<file path="src/hw/lsu_pkg.sv">
// Package with shared types and constants for the load/store ordering unit.
package lsu_pkg;
  localparam logic RST_BIG_END = 1'b0;

  // Element size of one transfer.
  typedef enum logic [1:0] {
    size_byte_type_v = 2'h0,
    size_half_type_v = 2'h1,
    size_word_type_v = 2'h2
  } elem_size_type;

  // Memory region types; exactly one applies per region.
  typedef enum logic [1:0] {
    mem_normal   = 2'h0,
    mem_device   = 2'h1,
    mem_strong   = 2'h2
  } mem_kind_type;

  // Cacheability of a Normal region.
  typedef enum logic [1:0] {
    cache_none   = 2'h0,
    cache_wthru  = 2'h1,
    cache_wback  = 2'h2
  } cache_pol_type;

  // Request kinds issued by the core.
  typedef enum logic [2:0] {
    op_byte_load             = 3'h0,
    op_byte_store            = 3'h1,
    op_halfword_load         = 3'h2,
    op_halfword_store        = 3'h3,
    op_word_load             = 3'h4,
    op_word_store            = 3'h5,
    op_multi_register_load   = 3'h6,
    op_multi_register_store  = 3'h7
  } req_op_type;

  // Register byte operations.
  typedef enum logic [1:0] {
    byte_reverse_word_op          = 2'h0,
    byte_reverse_signed_half_op   = 2'h1,
    byte_reverse_packed_halves_op = 2'h2,
    byte_pass_op                  = 2'h3
  } rev_op_type;
endpackage : lsu_pkg

</file>
<file path="src/hw/mem_bus_if.sv">
// Interface carrying one memory bus transfer between the sequencer and the lane mapper.
interface mem_bus_if;
  import lsu_pkg::*;
  logic [31:0]   addr;
  logic [31:0]   rdata_raw;
  logic [31:0]   rdata;
  elem_size_type size;
  logic          big_end;
  logic          is_fetch;
  modport mapper (input addr, input size, input big_end, input is_fetch, input rdata_raw, output rdata);
  modport seq (output addr, output size, output big_end, output is_fetch, output rdata_raw, input rdata);
endinterface : mem_bus_if
</file>
<file path="src/hw/lane_mapper.sv">
// Byte lane mapper that applies endianness per element size.
module lane_mapper (
  mem_bus_if.mapper bus
);
  import lsu_pkg::*;
  logic [7:0] b0;
  logic [7:0] b1;
  logic [7:0] b2;
  logic [7:0] b3;
  logic       swap;

  // Extract the element from the bus word and order its bytes.
  always_comb begin
    b0 = bus.rdata_raw[7:0];
    b1 = bus.rdata_raw[15:8];
    b2 = bus.rdata_raw[23:16];
    b3 = bus.rdata_raw[31:24];
    swap = bus.big_end && !bus.is_fetch;
    bus.rdata = 32'h0;
    case (bus.size)
      // A byte has no internal order; its lane follows its address.
      size_byte_type_v: bus.rdata = {24'h0, bus.rdata_raw[8*bus.addr[1:0] +: 8]};
      size_half_type_v: begin
        if (bus.addr[1]) begin
          bus.rdata = swap ? {16'h0, b2, b3} : {16'h0, b3, b2};
        end else begin
          bus.rdata = swap ? {16'h0, b0, b1} : {16'h0, b1, b0};
        end
      end
      default: begin
        bus.rdata = swap ? {b0, b1, b2, b3} : bus.rdata_raw;
      end
    endcase
  end
endmodule : lane_mapper

</file>
<file path="src/hw/load_store_ordering_atomicity.sv">
// Load/store unit with fetch pairing, endianness and atomic transfers.
// Summary of operation
// - Instructions are fetched on halfword boundaries; 32-bit ones as two halfwords.
// - Leading halfword comes from the lower address, trailing from the next.
// - Endianness is applied per element: byte, halfword or word.
// - Multi-register loads, stores, pushes and pops use word elements.
// - One operation reverses all four bytes of a word.
// - One operation swaps the low halfword bytes and sign-extends.
// - One operation swaps bytes within each packed halfword.
// - No exclusive access support and no exclusive monitor.
// - Each region has exactly one type: Normal, Device or Strongly-ordered.
// - Strongly-ordered regions are always Shareable.
// - Strongly-ordered accesses stay in program order.
// - Normal has shareability and cacheability; Device has shareability.
// - An atomic operand always holds one write's whole value.
// - An atomic read sees the whole old or whole new value.
// - Atomic: bytes, aligned halfwords, aligned words only.
// - Multi-register transfers issue as aligned single-word transfers.
// - No atomicity across several words of a multi-register sequence.
// - Non-atomic accesses split into smaller atomic ones, bytes at least; misaligned ones fault here instead.
// - Linefills and evictions do not change transfer atomicity.
// - Each fetched halfword is single-copy atomic.
// - Endianness applies only to data; fetches are little endian.
// - Misaligned data accesses raise a fault.
// - Little endian puts lowest address least significant; big endian most.
module load_store_ordering_atomicity #(
  parameter int unsigned MAX_WORDS = 16
) (
  // Clock and reset.
  input  wire logic                   sys_clk,
  input  wire logic                   sys_rst,
  // Endianness strap, sampled after reset release.
  input  wire logic                   big_end_strap,
  // Data request from the core.
  input  wire logic                   req_valid,
  output logic                        req_ready,
  input  wire lsu_pkg::req_op_type    req_op,
  input  wire logic [31:0]            req_addr,
  input  wire logic [31:0]            req_wdata,
  input  wire logic [4:0]             req_count,
  input  wire lsu_pkg::mem_kind_type  req_kind,
  input  wire logic                   req_share,
  input  wire lsu_pkg::cache_pol_type req_cache,
  // Data response to the core.
  output logic                        rsp_valid,
  output logic [31:0]                 rsp_data,
  output logic                        rsp_last,
  output logic                        align_fault,
  // Instruction fetch request and response.
  input  wire logic                   fetch_valid,
  output logic                        fetch_ready,
  input  wire logic [31:0]            fetch_addr,
  output logic                        instr_valid,
  output logic [31:0]                 instr_data,
  output logic                        instr_wide,
  // Register byte operation.
  input  wire lsu_pkg::rev_op_type    rev_op,
  input  wire logic [31:0]            rev_in,
  output logic [31:0]                 rev_out,
  // System memory bus.
  output logic                        mem_req,
  input  wire logic                   mem_gnt,
  output logic [31:0]                 mem_addr,
  output logic                        mem_write,
  output logic [3:0]                  mem_be,
  output logic [31:0]                 mem_wdata,
  output lsu_pkg::mem_kind_type       mem_kind,
  output logic                        mem_share,
  output lsu_pkg::cache_pol_type      mem_cache,
  input  wire logic                   mem_rvalid,
  input  wire logic [31:0]            mem_rdata
);
  import lsu_pkg::*;

  typedef enum {st_idle, st_data, st_dwait, st_fetch, st_fwait} state_type;

  state_type     state_q;
  logic          big_end_q;
  logic          strap_s1_q;
  logic          strap_s2_q;
  logic          strap_taken_q;
  req_op_type    op_q;
  logic [31:0]   addr_q;
  logic [31:0]   wdata_q;
  logic [4:0]    left_q;
  logic          second_q;
  logic [15:0]   lead_q;
  logic [1:0]    strap_prime_q;
  elem_size_type size_d;
  logic          is_write_d;
  logic          misalign_d;
  logic          fetch_mode;
  logic [7:0]    rv0;
  logic [7:0]    rv1;
  logic [7:0]    rv2;
  logic [7:0]    rv3;
  logic [15:0]   fetched_half;

  mem_bus_if bus ();

  lane_mapper u_lane_mapper (
    .bus (bus)
  );

  // Strap synchroniser; the second stage alone is read.
  always_ff @(posedge sys_clk) begin
    if (sys_rst) begin
      strap_s1_q    <= 1'b0;
      strap_s2_q    <= 1'b0;
      strap_prime_q <= 2'h0;
    end else begin
      strap_s1_q    <= big_end_strap;
      strap_s2_q    <= strap_s1_q;
      strap_prime_q <= {strap_prime_q[0], 1'b1};
    end
  end

  // Endianness is captured once after reset and then holds.
  always_ff @(posedge sys_clk) begin
    if (sys_rst) begin
      big_end_q     <= RST_BIG_END;
      strap_taken_q <= 1'b0;
    end else if (strap_prime_q[1] && !strap_taken_q) begin
      big_end_q     <= strap_s2_q;
      strap_taken_q <= 1'b1;
    end
  end

  // Decode element size and direction of the incoming request.
  always_comb begin
    is_write_d = 1'b0;
    case (req_op)
      op_byte_load:            size_d = size_byte_type_v;
      op_byte_store: begin
        size_d     = size_byte_type_v;
        is_write_d = 1'b1;
      end
      op_halfword_load:        size_d = size_half_type_v;
      op_halfword_store: begin
        size_d     = size_half_type_v;
        is_write_d = 1'b1;
      end
      op_multi_register_store: begin
        size_d     = size_word_type_v;
        is_write_d = 1'b1;
      end
      op_word_store: begin
        size_d     = size_word_type_v;
        is_write_d = 1'b1;
      end
      default:                 size_d = size_word_type_v;
    endcase
  end

  // Misaligned data accesses are refused with a fault instead of being split.
  always_comb begin
    case (size_d)
      size_half_type_v: misalign_d = req_addr[0];
      size_word_type_v: misalign_d = |req_addr[1:0];
      default:          misalign_d = 1'b0;
    endcase
  end

  // Register byte operations are purely combinational.
  always_comb begin
    rv0 = rev_in[7:0];
    rv1 = rev_in[15:8];
    rv2 = rev_in[23:16];
    rv3 = rev_in[31:24];
    case (rev_op)
      byte_reverse_word_op:          rev_out = {rv0, rv1, rv2, rv3};
      byte_reverse_signed_half_op:   rev_out = {{16{rv0[7]}}, rv0, rv1};
      byte_reverse_packed_halves_op: rev_out = {rv2, rv3, rv0, rv1};
      default:                       rev_out = rev_in;
    endcase
  end

  // Only one access is outstanding at a time, so every region keeps program order.
  assign req_ready   = (state_q == st_idle);
  assign fetch_ready = (state_q == st_idle) && !req_valid;
  assign fetch_mode  = (state_q == st_fetch) || (state_q == st_fwait);

  // Drive the lane mapper with the current transfer.
  assign bus.addr      = addr_q;
  assign bus.size      = fetch_mode ? size_half_type_v : op_size(op_q);
  assign bus.big_end   = big_end_q;
  assign bus.is_fetch  = fetch_mode;
  assign bus.rdata_raw = mem_rdata;
  assign fetched_half  = bus.rdata[15:0];

  function automatic elem_size_type op_size(input req_op_type op);
    case (op)
      op_byte_load, op_byte_store:         op_size = size_byte_type_v;
      op_halfword_load, op_halfword_store: op_size = size_half_type_v;
      default:                             op_size = size_word_type_v;
    endcase
  endfunction

  // Bus request lines follow the state.
  assign mem_req = (state_q == st_data) || (state_q == st_fetch);

  // Byte enables cover exactly one aligned element, so each transfer is atomic.
  always_comb begin
    mem_be = 4'h0;
    if (fetch_mode) begin
      mem_be = addr_q[1] ? 4'hc : 4'h3;
    end else begin
      case (op_size(op_q))
        size_byte_type_v: mem_be = 4'h1 << addr_q[1:0];
        size_half_type_v: mem_be = addr_q[1] ? 4'hc : 4'h3;
        default:          mem_be = 4'hf;
      endcase
    end
  end

  // Store data is placed into its byte lanes with the selected endianness.
  always_comb begin
    case (op_size(op_q))
      size_byte_type_v: mem_wdata = {4{wdata_q[7:0]}};
      size_half_type_v: mem_wdata = big_end_q ? {2{wdata_q[7:0], wdata_q[15:8]}} : {2{wdata_q[15:0]}};
      default:          mem_wdata = big_end_q ? {wdata_q[7:0], wdata_q[15:8], wdata_q[23:16], wdata_q[31:24]}
                                              : wdata_q;
    endcase
  end

  assign mem_addr  = fetch_mode ? {addr_q[31:1], 1'b0} : addr_q;
  assign mem_write = !fetch_mode && (op_q == op_byte_store || op_q == op_halfword_store ||
                                     op_q == op_word_store || op_q == op_multi_register_store);

  // Region attributes, latched when an aligned request is taken.
  always_ff @(posedge sys_clk) begin
    if (sys_rst) begin
      mem_kind  <= mem_strong;
      mem_share <= 1'b1;
      mem_cache <= cache_none;
    end else if (req_valid && req_ready && !misalign_d) begin
      mem_kind  <= (req_kind == mem_device || req_kind == mem_strong) ? req_kind : mem_normal;
      mem_share <= (req_kind == mem_strong) ? 1'b1 : req_share;
      mem_cache <= (req_kind == mem_normal && req_cache != 2'h3) ? req_cache : cache_none;
    end
  end

  // Sequencer for data words and fetch halfwords.
  always_ff @(posedge sys_clk) begin
    if (sys_rst) begin
      state_q  <= st_idle;
      op_q     <= op_word_load;
      addr_q   <= 32'h0;
      wdata_q  <= 32'h0;
      left_q   <= 5'h0;
      second_q <= 1'b0;
      lead_q   <= 16'h0;
    end else begin
      case (state_q)
        st_idle: begin
          second_q <= 1'b0;
          if (req_valid && !misalign_d) begin
            state_q <= st_data;
            op_q    <= req_op;
            addr_q  <= req_addr;
            wdata_q <= req_wdata;
            left_q  <= (req_count == 5'h0) ? 5'h1 : req_count;
          end else if (fetch_valid && !req_valid) begin
            state_q <= st_fetch;
            addr_q  <= {fetch_addr[31:1], 1'b0};
          end
        end
        st_data: if (mem_gnt) state_q <= st_dwait;
        st_dwait: begin
          if (mem_rvalid) begin
            // Each word of a multi-register sequence is its own atomic transfer.
            if (left_q > 5'h1) begin
              left_q  <= left_q - 5'h1;
              addr_q  <= addr_q + 32'h4;
              state_q <= st_data;
            end else begin
              state_q <= st_idle;
            end
          end
        end
        st_fetch: if (mem_gnt) state_q <= st_fwait;
        st_fwait: begin
          if (mem_rvalid) begin
            // A leading halfword with top bits 111xx other than 11100 starts a wide instruction.
            if (!second_q && fetched_half[15:13] == 3'h7 && fetched_half[12:11] != 2'h0) begin
              lead_q   <= fetched_half;
              second_q <= 1'b1;
              addr_q   <= addr_q + 32'h2;
              state_q  <= st_fetch;
            end else begin
              second_q <= 1'b0;
              state_q  <= st_idle;
            end
          end
        end
        default: state_q <= st_idle;
      endcase
    end
  end

  // Data response and fault reporting.
  always_ff @(posedge sys_clk) begin
    if (sys_rst) begin
      rsp_valid   <= 1'b0;
      rsp_data    <= 32'h0;
      rsp_last    <= 1'b0;
      align_fault <= 1'b0;
    end else begin
      rsp_valid   <= (state_q == st_dwait) && mem_rvalid;
      rsp_last    <= (state_q == st_dwait) && mem_rvalid && (left_q <= 5'h1);
      align_fault <= req_valid && req_ready && misalign_d;
      if (state_q == st_dwait && mem_rvalid) begin
        rsp_data <= bus.rdata;
      end
    end
  end

  // Instruction response: leading halfword in the upper half of a wide instruction.
  always_ff @(posedge sys_clk) begin
    if (sys_rst) begin
      instr_valid <= 1'b0;
      instr_data  <= 32'h0;
      instr_wide  <= 1'b0;
    end else begin
      instr_valid <= 1'b0;
      if (state_q == st_fwait && mem_rvalid) begin
        if (second_q) begin
          instr_valid <= 1'b1;
          instr_data  <= {lead_q, fetched_half};
          instr_wide  <= 1'b1;
        end else if (!(fetched_half[15:13] == 3'h7 && fetched_half[12:11] != 2'h0)) begin
          instr_valid <= 1'b1;
          instr_data  <= {16'h0, fetched_half};
          instr_wide  <= 1'b0;
        end
      end
    end
  end
endmodule : load_store_ordering_atomicity

</file>
<file path="config.mk">
export PLATFORM = sky130hd
export DESIGN_NAME = load_store_ordering_atomicity
export DESIGN_NICKNAME = d
export VERILOG_FILES = /design/src/hw/lsu_pkg.sv /design/src/hw/mem_bus_if.sv /design/src/hw/lane_mapper.sv /design/src/hw/load_store_ordering_atomicity.sv
export SDC_FILE = /design/constraint.sdc
export NUM_CORES = 1
export LEC_CHECK = 0
export BUFFER_PORTS_ARGS = -buffer_cell sky130_fd_sc_hd__buf_2
export CORE_UTILIZATION = 45
export DETAILED_ROUTE_END_ITERATION = 16
export PLACE_DENSITY = 0.73
export SYNTH_ARGS = -nofsm -noshare
export SYNTH_HDL_FRONTEND = slang
export SYNTH_HIERARCHICAL = 1
export SYNTH_SLANG_ARGS = --single-unit
</file>
<file path="constraint.sdc">
create_clock -name sys_clk -period 3.71 [get_ports sys_clk]
set_clock_uncertainty 0.2 [all_clocks]
set_input_delay 0.742 -clock sys_clk [delete_from_list [all_inputs] [get_ports sys_clk]]
set_output_delay 0.742 -clock sys_clk [all_outputs]
set_load 0.05 [all_outputs]
</file>
==> results.yml <==
drt:
  routed-wl-met3_um: 2620
  wl_per_cell_um: 17.5
  antenna_left: 0
  drc: 0
  wl_met2_um: 17000
  highest_layer: "met5"
  viasPerCell: 5.74
  wl_um: 35300
  drt_iter0_markers: 847
  num_vias: 11600
  met1Wirelength_um: 14700
  drt_pass1_iterations: 5
worst_setup_path:
  worstReg2RegStart: "state_q[0]$_SDFFE_PP0P_"
  ff2ff_setup_slack_ns: 0.24
  reg2regPathDepth: 15
  crit_family: "simple AND/OR/NAND/NOR gates"
  worstReg2RegEnd: "addr_q[28]$_SDFFE_PP0P_"
  startpoint_type: "flip-flop"
  cp.required_ns: 3.80
  criticalPathCategory: "reg -> reg"
  crit_chain: "or3b_1, o21a_1, nand2_1, inv_1, nor2_1, nand2_2, a21oi_1, a211o_1, and4b_1, o21ai_2, a22oi_2, nand2_2, buf_4, o31ai_1, a21oi_1"
  crit_path_max_fanout: 9
  endpoint_kind: "flip-flop"
  cpPeakStageDelay_ns: 0.40
  critPathBufInv: 2
  arrival_ns: 3.56
  crit_path_top_delay_cell: "or3b_1"
yosys:
  synth_edf_count: 0
  synthFlopType: "dfxtp_1"
  ys_types: 77
  yosysTopAreaCellShare_pct: 33.3
  synthArstFlopShare_pct: 0
  synth_seq_cells: 172
  ys_top_cells_by_area: "dfxtp_1, nand2_1, a21oi_1, o21ai_0, mux4_2"
  seq_area_frac_synth_pct: 33.3
  syn_avg_cell_area_um2: 7.21
  synth_nets: 1621
  syn_area_um2: 10300
  yosys_warnings: 6
  yosys.area.top_type: "dfxtp_1"
  postSynthCellCount: 1435
pwr:
  p_sw_mw: 4.00
  vdd_drop_max_uv: 403
  p_clk_share_pct: 23.4
  power_mw: 8.12
  seq_power_share_pct: 30.0
  leakage_nw: 5.53
  p_comb_share_pct: 46.6
  switching_share_pct: 49.2
  p_int_mw: 4.13
  pwr_density_cell_nw_per_um2: 633
finish:
  final_cell_mix: "nand2_1, buf_2, a21oi_1"
  area_growth_pct: 24.1
  layout.cells.most_common: "nand2_1"
  finalNetCount: 1906
  multi_input_area_um2: 6130
  final_cells: 2021
  seqCellArea_um2: 3440
  drive_gt1_share_pct: 28.0
  nFillCells: 2250
  utilization_pct: 56.9
sta:
  finalCritPeriodShare_pct: 93.5
  slew_violations: 0
  rsz0062_at_grt: "no"
  fmax_ghz: 0.288
  slew_headroom_pct: 45.6
  worstMarginPinSlew_ns: 0.812
  hold_viol: 0
  final.setup.tns_ns: 0
  finalSetupViolations: 0
  period_minus_slack_ns: 3.47
clock_tree:
  numClockSinks: 172
  ctsHoldBuffers: 0
  cts_root_buf: "clkbuf_16"
  clk_pin_slew_worst_paths_ns: 0.09
  worstSkewPairLatency_ns: 0.44
  cts_max_path_buffers: 2
  cts_tree: "yes"
  htree_levels: 4
  cts_buffers: 17
hold_path:
  hold_path.startpoint: "strap_prime_q[0]$_DFF_P_"
  min_path_cells: 1
  worstHoldPathType: "reg -> reg"
  holdPathEnd: "strap_prime_q[1]$_SDFF_PP0_"
die:
  die_h_um: 154
  fp.dieW_um: 154
  core_um2: 22600
  dieArea_um2: 23600
  ios: 360
  rows: 55
  start_util_pct: 45.8
global_route:
  grt_usage_pct: 29.3
  antenna_found_initial: 5
  grt_overflow: 0
  grt_max_degree: 98
  grt_pass1_wl_um: 55700
  grt_pass1_vias: 10600
placed_design:
  dpl.cell_count: 1984
  portBuffers: 358
  gp_congestion: 0.927
  dpl.hpwl_um: 25800
flow_run:
  cap_violations: 0
outcome:
  status: "completed"
==> cell type report <==
cell class | instances | share of cell area, %
Multi-Input combinational cell | 1111 | 47.7
Sequential cell | 172 | 26.8
Timing Repair Buffer | 406 | 17.4
Clock buffer | 17 | 3.31
Tap cell | 285 | 2.78
Clock inverter | 15 | 1.61
Inverter | 12 | 0.351
Antenna cell | 3 | 0.0585
==> Yosys cell counts, drive strengths merged, types with 5 or more instances <==
cell / instances
a311oi: 6
a211o: 8
o22ai: 26
a22o: 10
nand2: 377
clkbuf: 65
o211ai: 17
mux2i: 20
inv: 12
a21oi: 197
nor3: 27
nand3: 35
o21ai: 91
nor3b: 8
and2: 6
mux4: 15
a22oi: 9
a31oi: 6
nor2: 78
a211oi: 21
nor4: 10
o31ai: 16
a21boi: 16
buf: 75
nand2b: 23
o32ai: 5
nor2b: 9
nand4: 11
and3: 19
dfxtp: 172
==> stage by stage <==
step	instance area, um2	hold slack, ns	setup slack [ns]
after global placement	12200	0.218	0.173
after detailed placement	12200	0.232	0.110
after floorplan	10300	0.214	0.0133
final	12800	0.250	0.241
after CTS	12800	0.251	0.104
after global routing	12800	0.269	0.00638
==> worst max path at each step <==
stage / from / end / slack (ns) / cells past startpoint
floorplan: rev_op[0] / rev_out[0] / 0.01 / 5
detailed placement: state_q[0]$_SDFFE_PP0P_ / addr_q[25]$_SDFFE_PP0P_ / 0.11 / 15
global placement: state_q[0]$_SDFFE_PP0P_ / addr_q[16]$_SDFFE_PP0P_ / 0.17 / 14
global route: state_q[2]$_SDFFE_PP0P_ / addr_q[4]$_SDFFE_PP0P_ / 0.006 / 15
finish: state_q[0]$_SDFFE_PP0P_ / addr_q[28]$_SDFFE_PP0P_ / 0.24 / 15
CTS: state_q[0]$_SDFFE_PP0P_ / addr_q[28]$_SDFFE_PP0P_ / 0.10 / 15
==> power by group through the flow <==
stage / clock (mW) / sequential, mW / combinational (mW)
2_1_floorplan: 0 / 2.55 / 2.74
3_3_place_gp: 0 / 2.45 / 3.71
3_5_place_dp: 0 / 2.46 / 3.75
4_1_cts: 1.93 / 2.42 / 3.76
5_1_grt: 2.01 / 2.47 / 4.06
6_report: 1.90 / 2.43 / 3.78
==> cells by family (layout without fill, tap and decap cells) <==
family | after synthesis | count (layout) | share of synthesized area, %
xor+xnor | 2 | 2 | 0.169
buf+inv | 152 | 450 | 7.71
flops | 172 | 172 | 33.3
mux | 36 | 36 | 5.31
fa+ha+maj | 4 | 4 | 0.484
simple gates | 620 | 620 | 26.8
compound gates | 449 | 449 | 26.2
other cells | 0 | 3 | 0
==> layer usage <==
metal,global-route usage (%),vias to the layer above
met5,0,-
met4,11.2,4
met3,5.07,81
met2,49.2,524
met1,37.6,5394
li1,-,5600
==> repair_timing <==
item	CTS	global route
endpoints found under the setup margin	0	33
gates resized for setup	0	4
buffers inserted	0	2
==> sequential cells by signal (all words and copies together), names as in the netlist <==
| register | flops |
|---|---|
| left_q | 5 |
| instr_data | 32 |
| addr_q | 32 |
| wdata_q | 32 |
| rsp_last | 1 |
| op_q | 3 |
| strap_taken_q | 1 |
| instr_valid | 1 |
| mem_share | 1 |
| rsp_valid | 1 |
| second_q | 1 |
| big_end_q | 1 |
| rsp_data | 32 |
| strap_prime_q | 2 |
| mem_kind | 2 |
| lead_q | 16 |
| strap_s2_q | 1 |
| state_q | 3 |
| strap_s1_q | 1 |
| mem_cache | 2 |
| instr_wide | 1 |
| align_fault | 1 |
Note: power is estimated with default switching activity, not from simulation.
